## config.mk

```make
export PLATFORM = sky130hd
export DESIGN_NAME = gsc_game_scoring
export DESIGN_NICKNAME = d
export VERILOG_FILES = /design/src/hw/gsc_pkg.sv /design/src/hw/gsc_bcd_digit.sv /design/src/hw/gsc_game_scoring.sv
export SDC_FILE = /design/constraint.sdc
export NUM_CORES = 1
export LEC_CHECK = 0
export BUFFER_PORTS_ARGS = -buffer_cell sky130_fd_sc_hd__buf_4
export CORE_MARGIN = 4
export CORE_UTILIZATION = 40
export DETAILED_ROUTE_END_ITERATION = 12
export PLACE_DENSITY = 0.68
export SYNTH_ARGS = -nofsm -noshare
export SYNTH_HDL_FRONTEND = slang
export SYNTH_SLANG_ARGS = --single-unit
```

## constraint.sdc

```tcl
create_clock -name ref_clk -period 4.7 [get_ports ref_clk]
set_input_delay 0.47 -clock ref_clk [delete_from_list [all_inputs] [get_ports ref_clk]]
set_output_delay 0.47 -clock ref_clk [all_outputs]
set_load 0.02 [all_outputs]
```

## src/hw/gsc_pkg.sv

```systemverilog
// package: constants for game scoring and end control
package gsc_pkg;
  localparam int unsigned CLK_HZ            = 125_000_000;
  localparam int unsigned GAME_OVER_MS      = 5000;
  localparam int unsigned GAME_OVER_CYC     = (CLK_HZ / 1000) * GAME_OVER_MS;
  localparam int unsigned SERVICE_SLOW      = 50;
  localparam int unsigned THRESH_STEP       = 10;
  localparam int unsigned THRESH_MIN_SEL    = 1;
  localparam int unsigned THRESH_MAX_SEL    = 7;
  localparam logic [2:0]  THRESH_DEF_SEL    = 3'h4;
  localparam int unsigned HR_TARGET_MAX     = 16;
  localparam logic [4:0]  HR_TARGET_DEF     = 5'h01;
  localparam logic [2:0]  HIT_HOME_RUN      = 3'h4;
  localparam logic [2:0]  HIT_TRIPLE        = 3'h3;
  localparam logic [2:0]  HIT_DOUBLE        = 3'h2;
  localparam logic [2:0]  HIT_SINGLE        = 3'h1;
  localparam logic [2:0]  HIT_FOUL          = 3'h0;
  localparam logic [3:0]  BCD_MAX           = 4'h9;
  typedef enum logic [2:0] {
    GSC_HIT_NONE,
    GSC_HIT_FOUL,
    GSC_HIT_SINGLE,
    GSC_HIT_DOUBLE,
    GSC_HIT_TRIPLE,
    GSC_HIT_HOME_RUN
  } gsc_hit_t;
endpackage

```

## src/hw/gsc_bcd_digit.sv

```systemverilog
// module: one bcd decade counter with seven-segment output
`timescale 1ns/1ps
module gsc_bcd_digit (
  input  wire logic       ref_clk,
  input  wire logic       reset_n,
  input  wire logic       clear,
  input  wire logic       inc,
  output logic [3:0]      digit_q,
  output logic            carry,
  output logic [6:0]      seg_q
);
  // segment order gfedcba, active high
  function automatic logic [6:0] bcd_to_seg(input logic [3:0] v);
    case (v)
      4'h0: bcd_to_seg = 7'h3f;
      4'h1: bcd_to_seg = 7'h06;
      4'h2: bcd_to_seg = 7'h5b;
      4'h3: bcd_to_seg = 7'h4f;
      4'h4: bcd_to_seg = 7'h66;
      4'h5: bcd_to_seg = 7'h6d;
      4'h6: bcd_to_seg = 7'h7d;
      4'h7: bcd_to_seg = 7'h07;
      4'h8: bcd_to_seg = 7'h7f;
      4'h9: bcd_to_seg = 7'h6f;
      default: bcd_to_seg = 7'h00;
    endcase
  endfunction

  assign carry = inc && (digit_q == gsc_pkg::BCD_MAX);

  always_ff @(posedge ref_clk or negedge reset_n) begin
    if (!reset_n) begin
      digit_q <= 4'h0;
    end else if (clear) begin
      digit_q <= 4'h0;
    end else if (inc) begin
      digit_q <= carry ? 4'h0 : digit_q + 4'h1;
    end
  end

  always_ff @(posedge ref_clk or negedge reset_n) begin
    if (!reset_n) begin
      seg_q <= 7'h00;
    end else begin
      seg_q <= bcd_to_seg(clear ? 4'h0 : (inc ? (carry ? 4'h0 : digit_q + 4'h1) : digit_q));
    end
  end
endmodule // gsc_bcd_digit

```

## src/hw/gsc_game_scoring.sv

```systemverilog
// module: scoring, end-of-game, free-game and service slowdown
// Overview of operation
// - add hit pulse count to batter's score
// - units carry advances tens decade counter
// - second player has separate counter pair
// - each digit drives seven-segment outputs
// - strike pulse accepted as separate input
// - threshold jumper 10 to 70, default 40
// - per-player compare, requests ORed active low
// - end only while first player due up
// - falling edge starts 5 s game-over pulse and one-cycle decrement
// - game over blocks receiver, clears input flop
// - game over selects first player batting
// - game-over edge clears all score digits
// - count each rising home-run indication outside game over, up to 16
// - reaching target 1..16 sets free-game flag
// - free game suppresses games counter decrement
// - clear home-run count before new game unless a home run lands in the clear cycle
// - service jumper slows sequencing about 50x
// - pulse count classifies hit type
`timescale 1ns/1ps
module gsc_game_scoring #(
  parameter int unsigned GAME_OVER_CYCLES = gsc_pkg::GAME_OVER_CYC,
  parameter int unsigned SLOW_FACTOR      = gsc_pkg::SERVICE_SLOW
) (
  input  wire logic        ref_clk,
  input  wire logic        reset_n,
  input  wire logic        coin_pulse,
  input  wire logic        hit_gate,
  input  wire logic        strike_pulse,
  input  wire logic        second_player_up,
  input  wire logic        batter_toggle,
  input  wire logic        receiver_in_n,
  input  wire logic [2:0]  thresh_sel,
  input  wire logic [4:0]  hr_target,
  input  wire logic        service_mode,
  output logic [3:0]       p1_units_q,
  output logic [3:0]       p1_tens_q,
  output logic [3:0]       p2_units_q,
  output logic [3:0]       p2_tens_q,
  output logic [6:0]       p1_units_seg,
  output logic [6:0]       p1_tens_seg,
  output logic [6:0]       p2_units_seg,
  output logic [6:0]       p2_tens_seg,
  output logic [2:0]       hit_class_q,
  output logic             hit_class_valid_q,
  output logic             strike_seen_q,
  output logic             end_request_n,
  output logic             game_over_q,
  output logic             games_dec_q,
  output logic             receiver_blocked,
  output logic             input_proc_clear,
  output logic             second_player_batting_q,
  output logic [4:0]       hr_count_q,
  output logic             free_game_q,
  output logic             seq_tick
);
  if (GAME_OVER_CYCLES < 1) begin : g_bad_go_len
    $error("game over length must be at least one cycle");
  end
  if (SLOW_FACTOR < 2) begin : g_bad_slow
    $error("slow factor must be at least two");
  end

  // product overflows 32 bits at the default length
  localparam int unsigned GO_W = $clog2(64'(GAME_OVER_CYCLES) * 64'(SLOW_FACTOR) + 64'h1);
  localparam int unsigned SL_W = $clog2(SLOW_FACTOR + 1);

  // pin synchronisers, first stage read only by second
  logic [6:0] sync1_q;
  logic [6:0] sync2_q;
  logic [6:0] pins_raw;
  assign pins_raw = {coin_pulse, hit_gate, strike_pulse, second_player_up,
                     batter_toggle, receiver_in_n, service_mode};
  always_ff @(posedge ref_clk or negedge reset_n) begin
    if (!reset_n) begin
      // idle pin levels: receiver line high, the rest low
      sync1_q <= 7'h02;
      sync2_q <= 7'h02;
    end else begin
      sync1_q <= pins_raw;
      sync2_q <= sync1_q;
    end
  end
  logic coin_s, hit_s, strike_s, p2up_s, toggle_s, rx_n_s, svc_s;
  assign {coin_s, hit_s, strike_s, p2up_s, toggle_s, rx_n_s, svc_s} = sync2_q;

  // jumpers are pins too; static in play, so the two-cycle lag is harmless
  logic [2:0] thr_sync1_q;
  logic [2:0] thr_sync2_q;
  logic [4:0] hrt_sync1_q;
  logic [4:0] hrt_sync2_q;
  always_ff @(posedge ref_clk or negedge reset_n) begin
    if (!reset_n) begin
      thr_sync1_q <= gsc_pkg::THRESH_DEF_SEL;
      thr_sync2_q <= gsc_pkg::THRESH_DEF_SEL;
      hrt_sync1_q <= gsc_pkg::HR_TARGET_DEF;
      hrt_sync2_q <= gsc_pkg::HR_TARGET_DEF;
    end else begin
      thr_sync1_q <= thresh_sel;
      thr_sync2_q <= thr_sync1_q;
      hrt_sync1_q <= hr_target;
      hrt_sync2_q <= hrt_sync1_q;
    end
  end

  logic hit_d1_q, strike_d1_q, toggle_d1_q, coin_d1_q;
  always_ff @(posedge ref_clk or negedge reset_n) begin
    if (!reset_n) begin
      hit_d1_q    <= 1'b0;
      strike_d1_q <= 1'b0;
      toggle_d1_q <= 1'b0;
      coin_d1_q   <= 1'b0;
    end else begin
      hit_d1_q    <= hit_s;
      strike_d1_q <= strike_s;
      toggle_d1_q <= toggle_s;
      coin_d1_q   <= coin_s;
    end
  end
  logic hit_rise, hit_fall, strike_rise, toggle_rise, coin_rise;
  assign hit_rise    = hit_s && !hit_d1_q;
  assign hit_fall    = !hit_s && hit_d1_q;
  assign strike_rise = strike_s && !strike_d1_q;
  assign toggle_rise = toggle_s && !toggle_d1_q;
  assign coin_rise   = coin_s && !coin_d1_q;

  // service slowdown prescaler; one tick per cycle in normal play
  logic [SL_W-1:0] slow_cnt_q;
  always_ff @(posedge ref_clk or negedge reset_n) begin
    if (!reset_n) begin
      slow_cnt_q <= '0;
    end else if (!svc_s || slow_cnt_q == SL_W'(SLOW_FACTOR - 1)) begin
      slow_cnt_q <= '0;
    end else begin
      slow_cnt_q <= slow_cnt_q + 1'b1;
    end
  end
  assign seq_tick = !svc_s || (slow_cnt_q == SL_W'(SLOW_FACTOR - 1));

  logic score_clear;
  logic game_over_start;
  logic [2:0] pulse_cnt_q;
  logic [2:0] pending_q;
  logic       cur_p2_q;

  // count the coincidence pulses that arrive during the hit gate
  always_ff @(posedge ref_clk or negedge reset_n) begin
    if (!reset_n) begin
      pulse_cnt_q <= 3'h0;
    end else if (hit_rise) begin
      pulse_cnt_q <= 3'h0;
    end else if (coin_rise && hit_s && pulse_cnt_q != gsc_pkg::HIT_HOME_RUN) begin
      pulse_cnt_q <= pulse_cnt_q + 3'h1;
    end
  end

  always_ff @(posedge ref_clk or negedge reset_n) begin
    if (!reset_n) begin
      hit_class_q       <= gsc_pkg::HIT_FOUL;
      hit_class_valid_q <= 1'b0;
    end else begin
      hit_class_valid_q <= hit_fall;
      if (hit_fall) begin
        hit_class_q <= pulse_cnt_q;
      end
    end
  end

  logic home_run_ev;
  assign home_run_ev = hit_fall && (pulse_cnt_q == gsc_pkg::HIT_HOME_RUN);

  always_ff @(posedge ref_clk or negedge reset_n) begin
    if (!reset_n) begin
      strike_seen_q <= 1'b0;
    end else begin
      strike_seen_q <= strike_rise;
    end
  end

  // score pulses feed out one per tick, so slow mode paces them
  always_ff @(posedge ref_clk or negedge reset_n) begin
    if (!reset_n) begin
      pending_q <= 3'h0;
      cur_p2_q  <= 1'b0;
    end else if (score_clear) begin
      pending_q <= 3'h0;
    end else if (hit_fall) begin
      pending_q <= pulse_cnt_q;
      cur_p2_q  <= second_player_batting_q;
    end else if (seq_tick && pending_q != 3'h0) begin
      pending_q <= pending_q - 3'h1;
    end
  end

  logic inc_any, inc_p1, inc_p2, p1_carry, p2_carry;
  assign inc_any = seq_tick && pending_q != 3'h0 && !hit_fall;
  assign inc_p1  = inc_any && !cur_p2_q;
  assign inc_p2  = inc_any && cur_p2_q;

  gsc_bcd_digit u_p1_units (
    .ref_clk (ref_clk),
    .reset_n (reset_n),
    .clear   (score_clear),
    .inc     (inc_p1),
    .digit_q (p1_units_q),
    .carry   (p1_carry),
    .seg_q   (p1_units_seg)
  );

  gsc_bcd_digit u_p1_tens (
    .ref_clk (ref_clk),
    .reset_n (reset_n),
    .clear   (score_clear),
    .inc     (p1_carry),
    .digit_q (p1_tens_q),
    .carry   (),
    .seg_q   (p1_tens_seg)
  );

  gsc_bcd_digit u_p2_units (
    .ref_clk (ref_clk),
    .reset_n (reset_n),
    .clear   (score_clear),
    .inc     (inc_p2),
    .digit_q (p2_units_q),
    .carry   (p2_carry),
    .seg_q   (p2_units_seg)
  );

  gsc_bcd_digit u_p2_tens (
    .ref_clk (ref_clk),
    .reset_n (reset_n),
    .clear   (score_clear),
    .inc     (p2_carry),
    .digit_q (p2_tens_q),
    .carry   (),
    .seg_q   (p2_tens_seg)
  );

  // threshold in tens; out-of-range jumper falls back to default
  logic [2:0] thr_tens;
  assign thr_tens = (thr_sync2_q >= 3'(gsc_pkg::THRESH_MIN_SEL)
                     && thr_sync2_q <= 3'(gsc_pkg::THRESH_MAX_SEL))
                    ? thr_sync2_q : gsc_pkg::THRESH_DEF_SEL;

  function automatic logic reached_n(input logic [3:0] tens, input logic [2:0] thr);
    reached_n = !(tens >= {1'b0, thr});
  endfunction

  logic p1_reached_n, p2_reached_n;
  assign p1_reached_n = reached_n(p1_tens_q, thr_tens);
  assign p2_reached_n = reached_n(p2_tens_q, thr_tens);
  // old scores still stand in the clear cycle and must not restart the pulse
  assign end_request_n = !((!p1_reached_n || !p2_reached_n)
                           && !second_player_batting_q && !game_over_q
                           && !score_clear);

  logic end_req_d1_q;
  always_ff @(posedge ref_clk or negedge reset_n) begin
    if (!reset_n) begin
      end_req_d1_q <= 1'b1;
    end else begin
      end_req_d1_q <= end_request_n;
    end
  end
  assign game_over_start = end_req_d1_q && !end_request_n;

  // game-over timer, stretched in service mode
  logic [GO_W-1:0] go_cnt_q;
  logic [GO_W-1:0] go_len;
  assign go_len = svc_s ? GO_W'(64'(GAME_OVER_CYCLES) * 64'(SLOW_FACTOR))
                        : GO_W'(GAME_OVER_CYCLES);
  always_ff @(posedge ref_clk or negedge reset_n) begin
    if (!reset_n) begin
      go_cnt_q    <= '0;
      game_over_q <= 1'b0;
    end else if (game_over_start) begin
      go_cnt_q    <= go_len - 1'b1;
      game_over_q <= 1'b1;
    end else if (game_over_q) begin
      if (go_cnt_q == '0) begin
        game_over_q <= 1'b0;
      end else begin
        go_cnt_q <= go_cnt_q - 1'b1;
      end
    end
  end

  // shaped one-cycle decrement at pulse start, vetoed by free game
  logic game_over_d1_q;
  logic game_over_end;
  always_ff @(posedge ref_clk or negedge reset_n) begin
    if (!reset_n) begin
      game_over_d1_q <= 1'b0;
    end else begin
      game_over_d1_q <= game_over_q;
    end
  end
  assign game_over_end = game_over_d1_q && !game_over_q;
  always_ff @(posedge ref_clk or negedge reset_n) begin
    if (!reset_n) begin
      games_dec_q <= 1'b0;
    end else begin
      games_dec_q <= game_over_start && !free_game_q;
    end
  end

  assign receiver_blocked = game_over_q || rx_n_s;
  assign input_proc_clear = game_over_q;

  always_ff @(posedge ref_clk or negedge reset_n) begin
    if (!reset_n) begin
      second_player_batting_q <= 1'b0;
    end else if (game_over_q || game_over_start) begin
      second_player_batting_q <= 1'b0;
    end else if (toggle_rise) begin
      second_player_batting_q <= p2up_s;
    end
  end

  assign score_clear = game_over_end;

  // home-run counting; cleared as game-over pulse ends unless a home run lands in that cycle
  always_ff @(posedge ref_clk or negedge reset_n) begin
    if (!reset_n) begin
      hr_count_q <= 5'h00;
    end else if (home_run_ev && !game_over_q) begin
      if (hr_count_q != 5'(gsc_pkg::HR_TARGET_MAX)) begin
        hr_count_q <= hr_count_q + 5'h01;
      end
    end else if (game_over_end) begin
      hr_count_q <= 5'h00;
    end
  end

  logic [4:0] hr_tgt;
  assign hr_tgt = (hrt_sync2_q >= 5'h01 && hrt_sync2_q <= 5'(gsc_pkg::HR_TARGET_MAX))
                  ? hrt_sync2_q : gsc_pkg::HR_TARGET_DEF;

  // a fresh set wins over the new-game clear; the stale count in the clear cycle does not
  always_ff @(posedge ref_clk or negedge reset_n) begin
    if (!reset_n) begin
      free_game_q <= 1'b0;
    end else if (!game_over_q && !game_over_end
                 && hr_count_q >= hr_tgt && hr_count_q != 5'h00) begin
      free_game_q <= 1'b1;
    end else if (game_over_end) begin
      free_game_q <= 1'b0;
    end
  end
endmodule // gsc_game_scoring

```

==> metrics.md <==
| Metric | Value |
|---|---|
| Syn Nets | `762` |
| Mapped Cells | `693` |
| Main synth FF type | `dfrtp_1` |
| CP Data Arrival Time | `4.16 ns` |
| FP Rows | `48` |
| Sequential power share | `41.0%` |
| Gpl congestion | `0.839` |
| Critical path, cell by cell | `nand2b_1 -> clkinv_1 -> a2111o_1 -> nor2_1 -> o21ai_0 -> or3_1 -> inv_1 -> ha_1 -> mux2i_1 -> o21ai_0 -> nand2_1 -> nand3_1 -> o41ai_1` |
| ANT cells | `0` |
| Clock transition at path regs | `0.06 ns` |
| Post-Synth Adder-Cell Area | `9.24%` |
| Vias in the first global route | `5002` |
| IO Pins | `79` |
| Die width | `141 µm` |
| Sw frac | `32.8%` |
| Worst reg2reg startpoint | `sync2_q[5]$_DFF_PN0_` |
| CTS buffer count | `17` |
| Period utilization | `82.4%` |
| Placed cells | `977` |
| Clk buf depth | `2` |
| Worst-margin pin slew | `0.956 ns` |
| Cell family with most CP delay | `simple AND/OR/NAND/NOR gates` |
| HP Class | `input port to async pin` |
| Total power | `3.95 mW` |
| Worst path required time | `4.99 ns` |
| Core area | `0.0173 mm²` |
| Comb pwr share | `26.0%` |
| # hold bufs at CTS | `0` |
| Int Power | `2.65 mW` |
| CTS H-Tree Depth | `4` |
| CTS tree | `yes` |
| Synth cell types | `63` |
| Initial Util | `40.7%` |
| RSZ-0062 raised after global routing | `false` |
| Global Route Usage Sum | `15.9%` |
| Synthesis-to-layout area growth | `19.9%` |
| Setup crit end kind | `flip-flop` |
| Grt ovf | `0` |
| Final net count | `840` |
| Number of synthesized flops with an enable pin | `0` |
| Clock network power share | `33.0%` |
| Post-synthesis area per instance | `10.2 µm²` |
| P_sw | `1.30 mW` |
| Largest net degree at the start of global routing | `106` |
| Fmax | `258 MHz` |
| Synth Area in Compound Gates | `11.1%` |
| Antenna violations before repair | `0` |
| Post-DR vias/cell | `5.17` |
| First-pass GRT wire length | `25500 µm` |
| Min cycle time layout | `3.87 ns` |
| Hold Slack | `0.135 ns` |
| GR Util met1 | `21.9%` |
| Seq/Total Area, Yosys | `50.6%` |
| Critical path buffer and inverter count | `2` |
| Critical path class | `flip-flop to flip-flop` |
| Worst r2r dst | `u_p2_units.seg_q[6]$_DFF_PN0_` |
| Met2 GRT Util | `24.2%` |
| Initial DRT Pass Iterations | `4` |
| Final Setup Violations | `0` |
| Final Hold Vio Count | `0` |
| Chip height | `141 µm` |
| Routed wire length per instance | `14.9 µm` |
| Antenna-violating nets left | `0` |
| Power per Cell Area | `468 mW/mm²` |
| Resized Gates After CTS | `0` |
| Total routed wirelength | `15000 µm` |
| Clock root buffer | `clkbuf_16` |
| Critical Path Source | `sync2_q[5]$_DFF_PN0_` |
| Worst-case reg-to-reg path depth | `13` |
| DR iter-0 viols | `266` |
| LEAKAGE | `3.74 nW` |
| Mapped cell area | `0.00704 mm²` |
| DP HPWL | `10500 µm` |
| R2r setup slk | `0.83 ns` |
| Largest family of logic cells by synthesized area | `simple AND/OR/NAND/NOR gates` |
| Max-slew headroom | `36.3%` |
| Final clock skew | `0.0141 ns` |
| Synth async-reset ratio | `100%` |
| GR Util met3 | `4.41%` |
| Seq cells post-synth | `142` |
| Ratio of cells with drive above 1 in the final layout | `18.0%` |
| PortBufs | `78` |
| Die area | `0.0198 mm²` |
| Simple-Gate Fraction of Synth Area | `18.5%` |
| DRC | `0` |
| Max-slew violation count | `0` |
| Number of setup buffers added after CTS | `0` |
| CP max stage cell | `a2111o_1` |
| Syn. warnings | `0` |
| Sink Count | `142` |
| Slowest stage delay, CP | `0.55 ns` |
| Critical path fanouts, max | `10` |
| Busiest layer in global routing | `met2` |
| Outcome | `finished, final reports clean` |
| Worst VDD drop | `0.277 mV` |
| Max-cap violations | `0` |
| Xor and xnor area share after synthesis | `4.85%` |
| Multiplexer share of the synthesized area | `2.06%` |
| Cell Count, Final, Fillers Out | `1009` |
| Most common cell on crit path | `o21ai_0` |
| Worst-Skew Late Latency | `0.42 ns` |
| CP startpoint kind | `flip-flop` |
| Setup TNS | `0 ns` |
| Via count | `5212` |
==> cells in the final DEF, fill, tap and decap left out, types with 5 or more instances in the layout <==
cell	count
dfrtp_1	135
buf_4	84
nand2_1	59
nor2_1	58
ha_1	52
inv_1	39
a21oi_1	35
nor3_1	29
xnor2_1	29
o21ai_0	26
nand3_1	21
clkbuf_16	17
nor4_1	14
nand2b_1	12
o22ai_1	12
nor2b_1	11
or2_2	10
or3_1	10
a31oi_1	10
mux2i_1	10
xor2_1	10
or4_1	7
dfstp_2	7
o31ai_1	5
clkinv_2	5
==> layout make-up <==
type | count | area, µm²
sequential | 142 | 3560
inverter | 41 | 154
multi-input combinational | 484 | 3230
tap | 225 | 282
fill | 1599 | 8860
clock buffer | 19 | 433
timing repair buffer | 85 | 642
clock inverter | 13 | 138
==> cell families (layout without fill, tap and decap cells) <==
kind of cell,count (synthesis),count (layout)
XOR/XNOR,39,39
multiplexers,14,14
AND/OR/NAND/NOR,258,258
adder cells (fa/ha/maj),52,52
buffers and inverters,67,158
flip-flops,142,142
AO/OA/AOI/OAI,121,121
==> registers in the layout (all words and copies together) (netlist names), 5 cells and up <==
name	count
go_cnt_q	35
sync1_q	7
sync2_q	7
u_p1_tens.seg_q	7
u_p1_units.seg_q	7
u_p2_tens.seg_q	7
u_p2_units.seg_q	7
slow_cnt_q	6
hr_count_q	5
hrt_sync1_q	5
hrt_sync2_q	5
==> per-layer routing <==
layer / vias to the layer above / wire [µm]
li1: 2579 / -
met1: 2509 / 7140
met2: 112 / 7050
met3: 12 / 684
met4: 0 / 148
met5: - / 0
==> metrics by stage <==
step	utilization (%)	instance area (µm²)	setup slack, ns
2_1_floorplan	-	7040	0.896
3_3_place_gp	45.5	7870	0.966
3_5_place_dp	45.5	7870	0.860
4_1_cts	48.8	8440	0.821
5_1_grt	48.8	8440	0.499
6_report	48.8	8440	0.829
==> power groups by stage <==
stage,clock (mW),combinational (mW),sequential (mW)
floorplan,0,0.663,1.67
global placement,0,1.02,1.63
detailed placement,0,1.03,1.64
CTS,1.34,1.04,1.62
global route,1.40,1.16,1.65
finish,1.30,1.03,1.62
==> synthesized netlist by cell type (14+ instances only) <==
| library cell | number | area share, % |
|---|---|---|
| nor4_1 | 14 | 1.2 |
| xnor2_1 | 29 | 3.6 |
| dfrtp_1 | 135 | 48 |
| a21oi_1 | 35 | 2.5 |
| inv_1 | 39 | 2.1 |
| nor3_1 | 29 | 2.1 |
| nand2_1 | 59 | 3.1 |
| clkbuf_1 | 17 | 0.91 |
| ha_1 | 52 | 9.2 |
| nor2_1 | 58 | 3.1 |
| nand3_1 | 21 | 1.5 |
| o21ai_0 | 26 | 1.8 |
==> worst max path at each step <==
stage,endpoint,cells past startpoint,slack (ns)
2_1_floorplan,u_p1_tens.seg_q[6]$_DFF_PN0_,16,0.90
3_3_place_gp,go_cnt_q[30]$_DFFE_PN0P_,12,0.97
3_5_place_dp,go_cnt_q[30]$_DFFE_PN0P_,12,0.86
4_1_cts,u_p2_units.seg_q[6]$_DFF_PN0_,13,0.82
5_1_grt,go_cnt_q[30]$_DFFE_PN0P_,12,0.50
6_report,u_p2_units.seg_q[6]$_DFF_PN0_,13,0.83
Power figures use the tool's default switching activity.
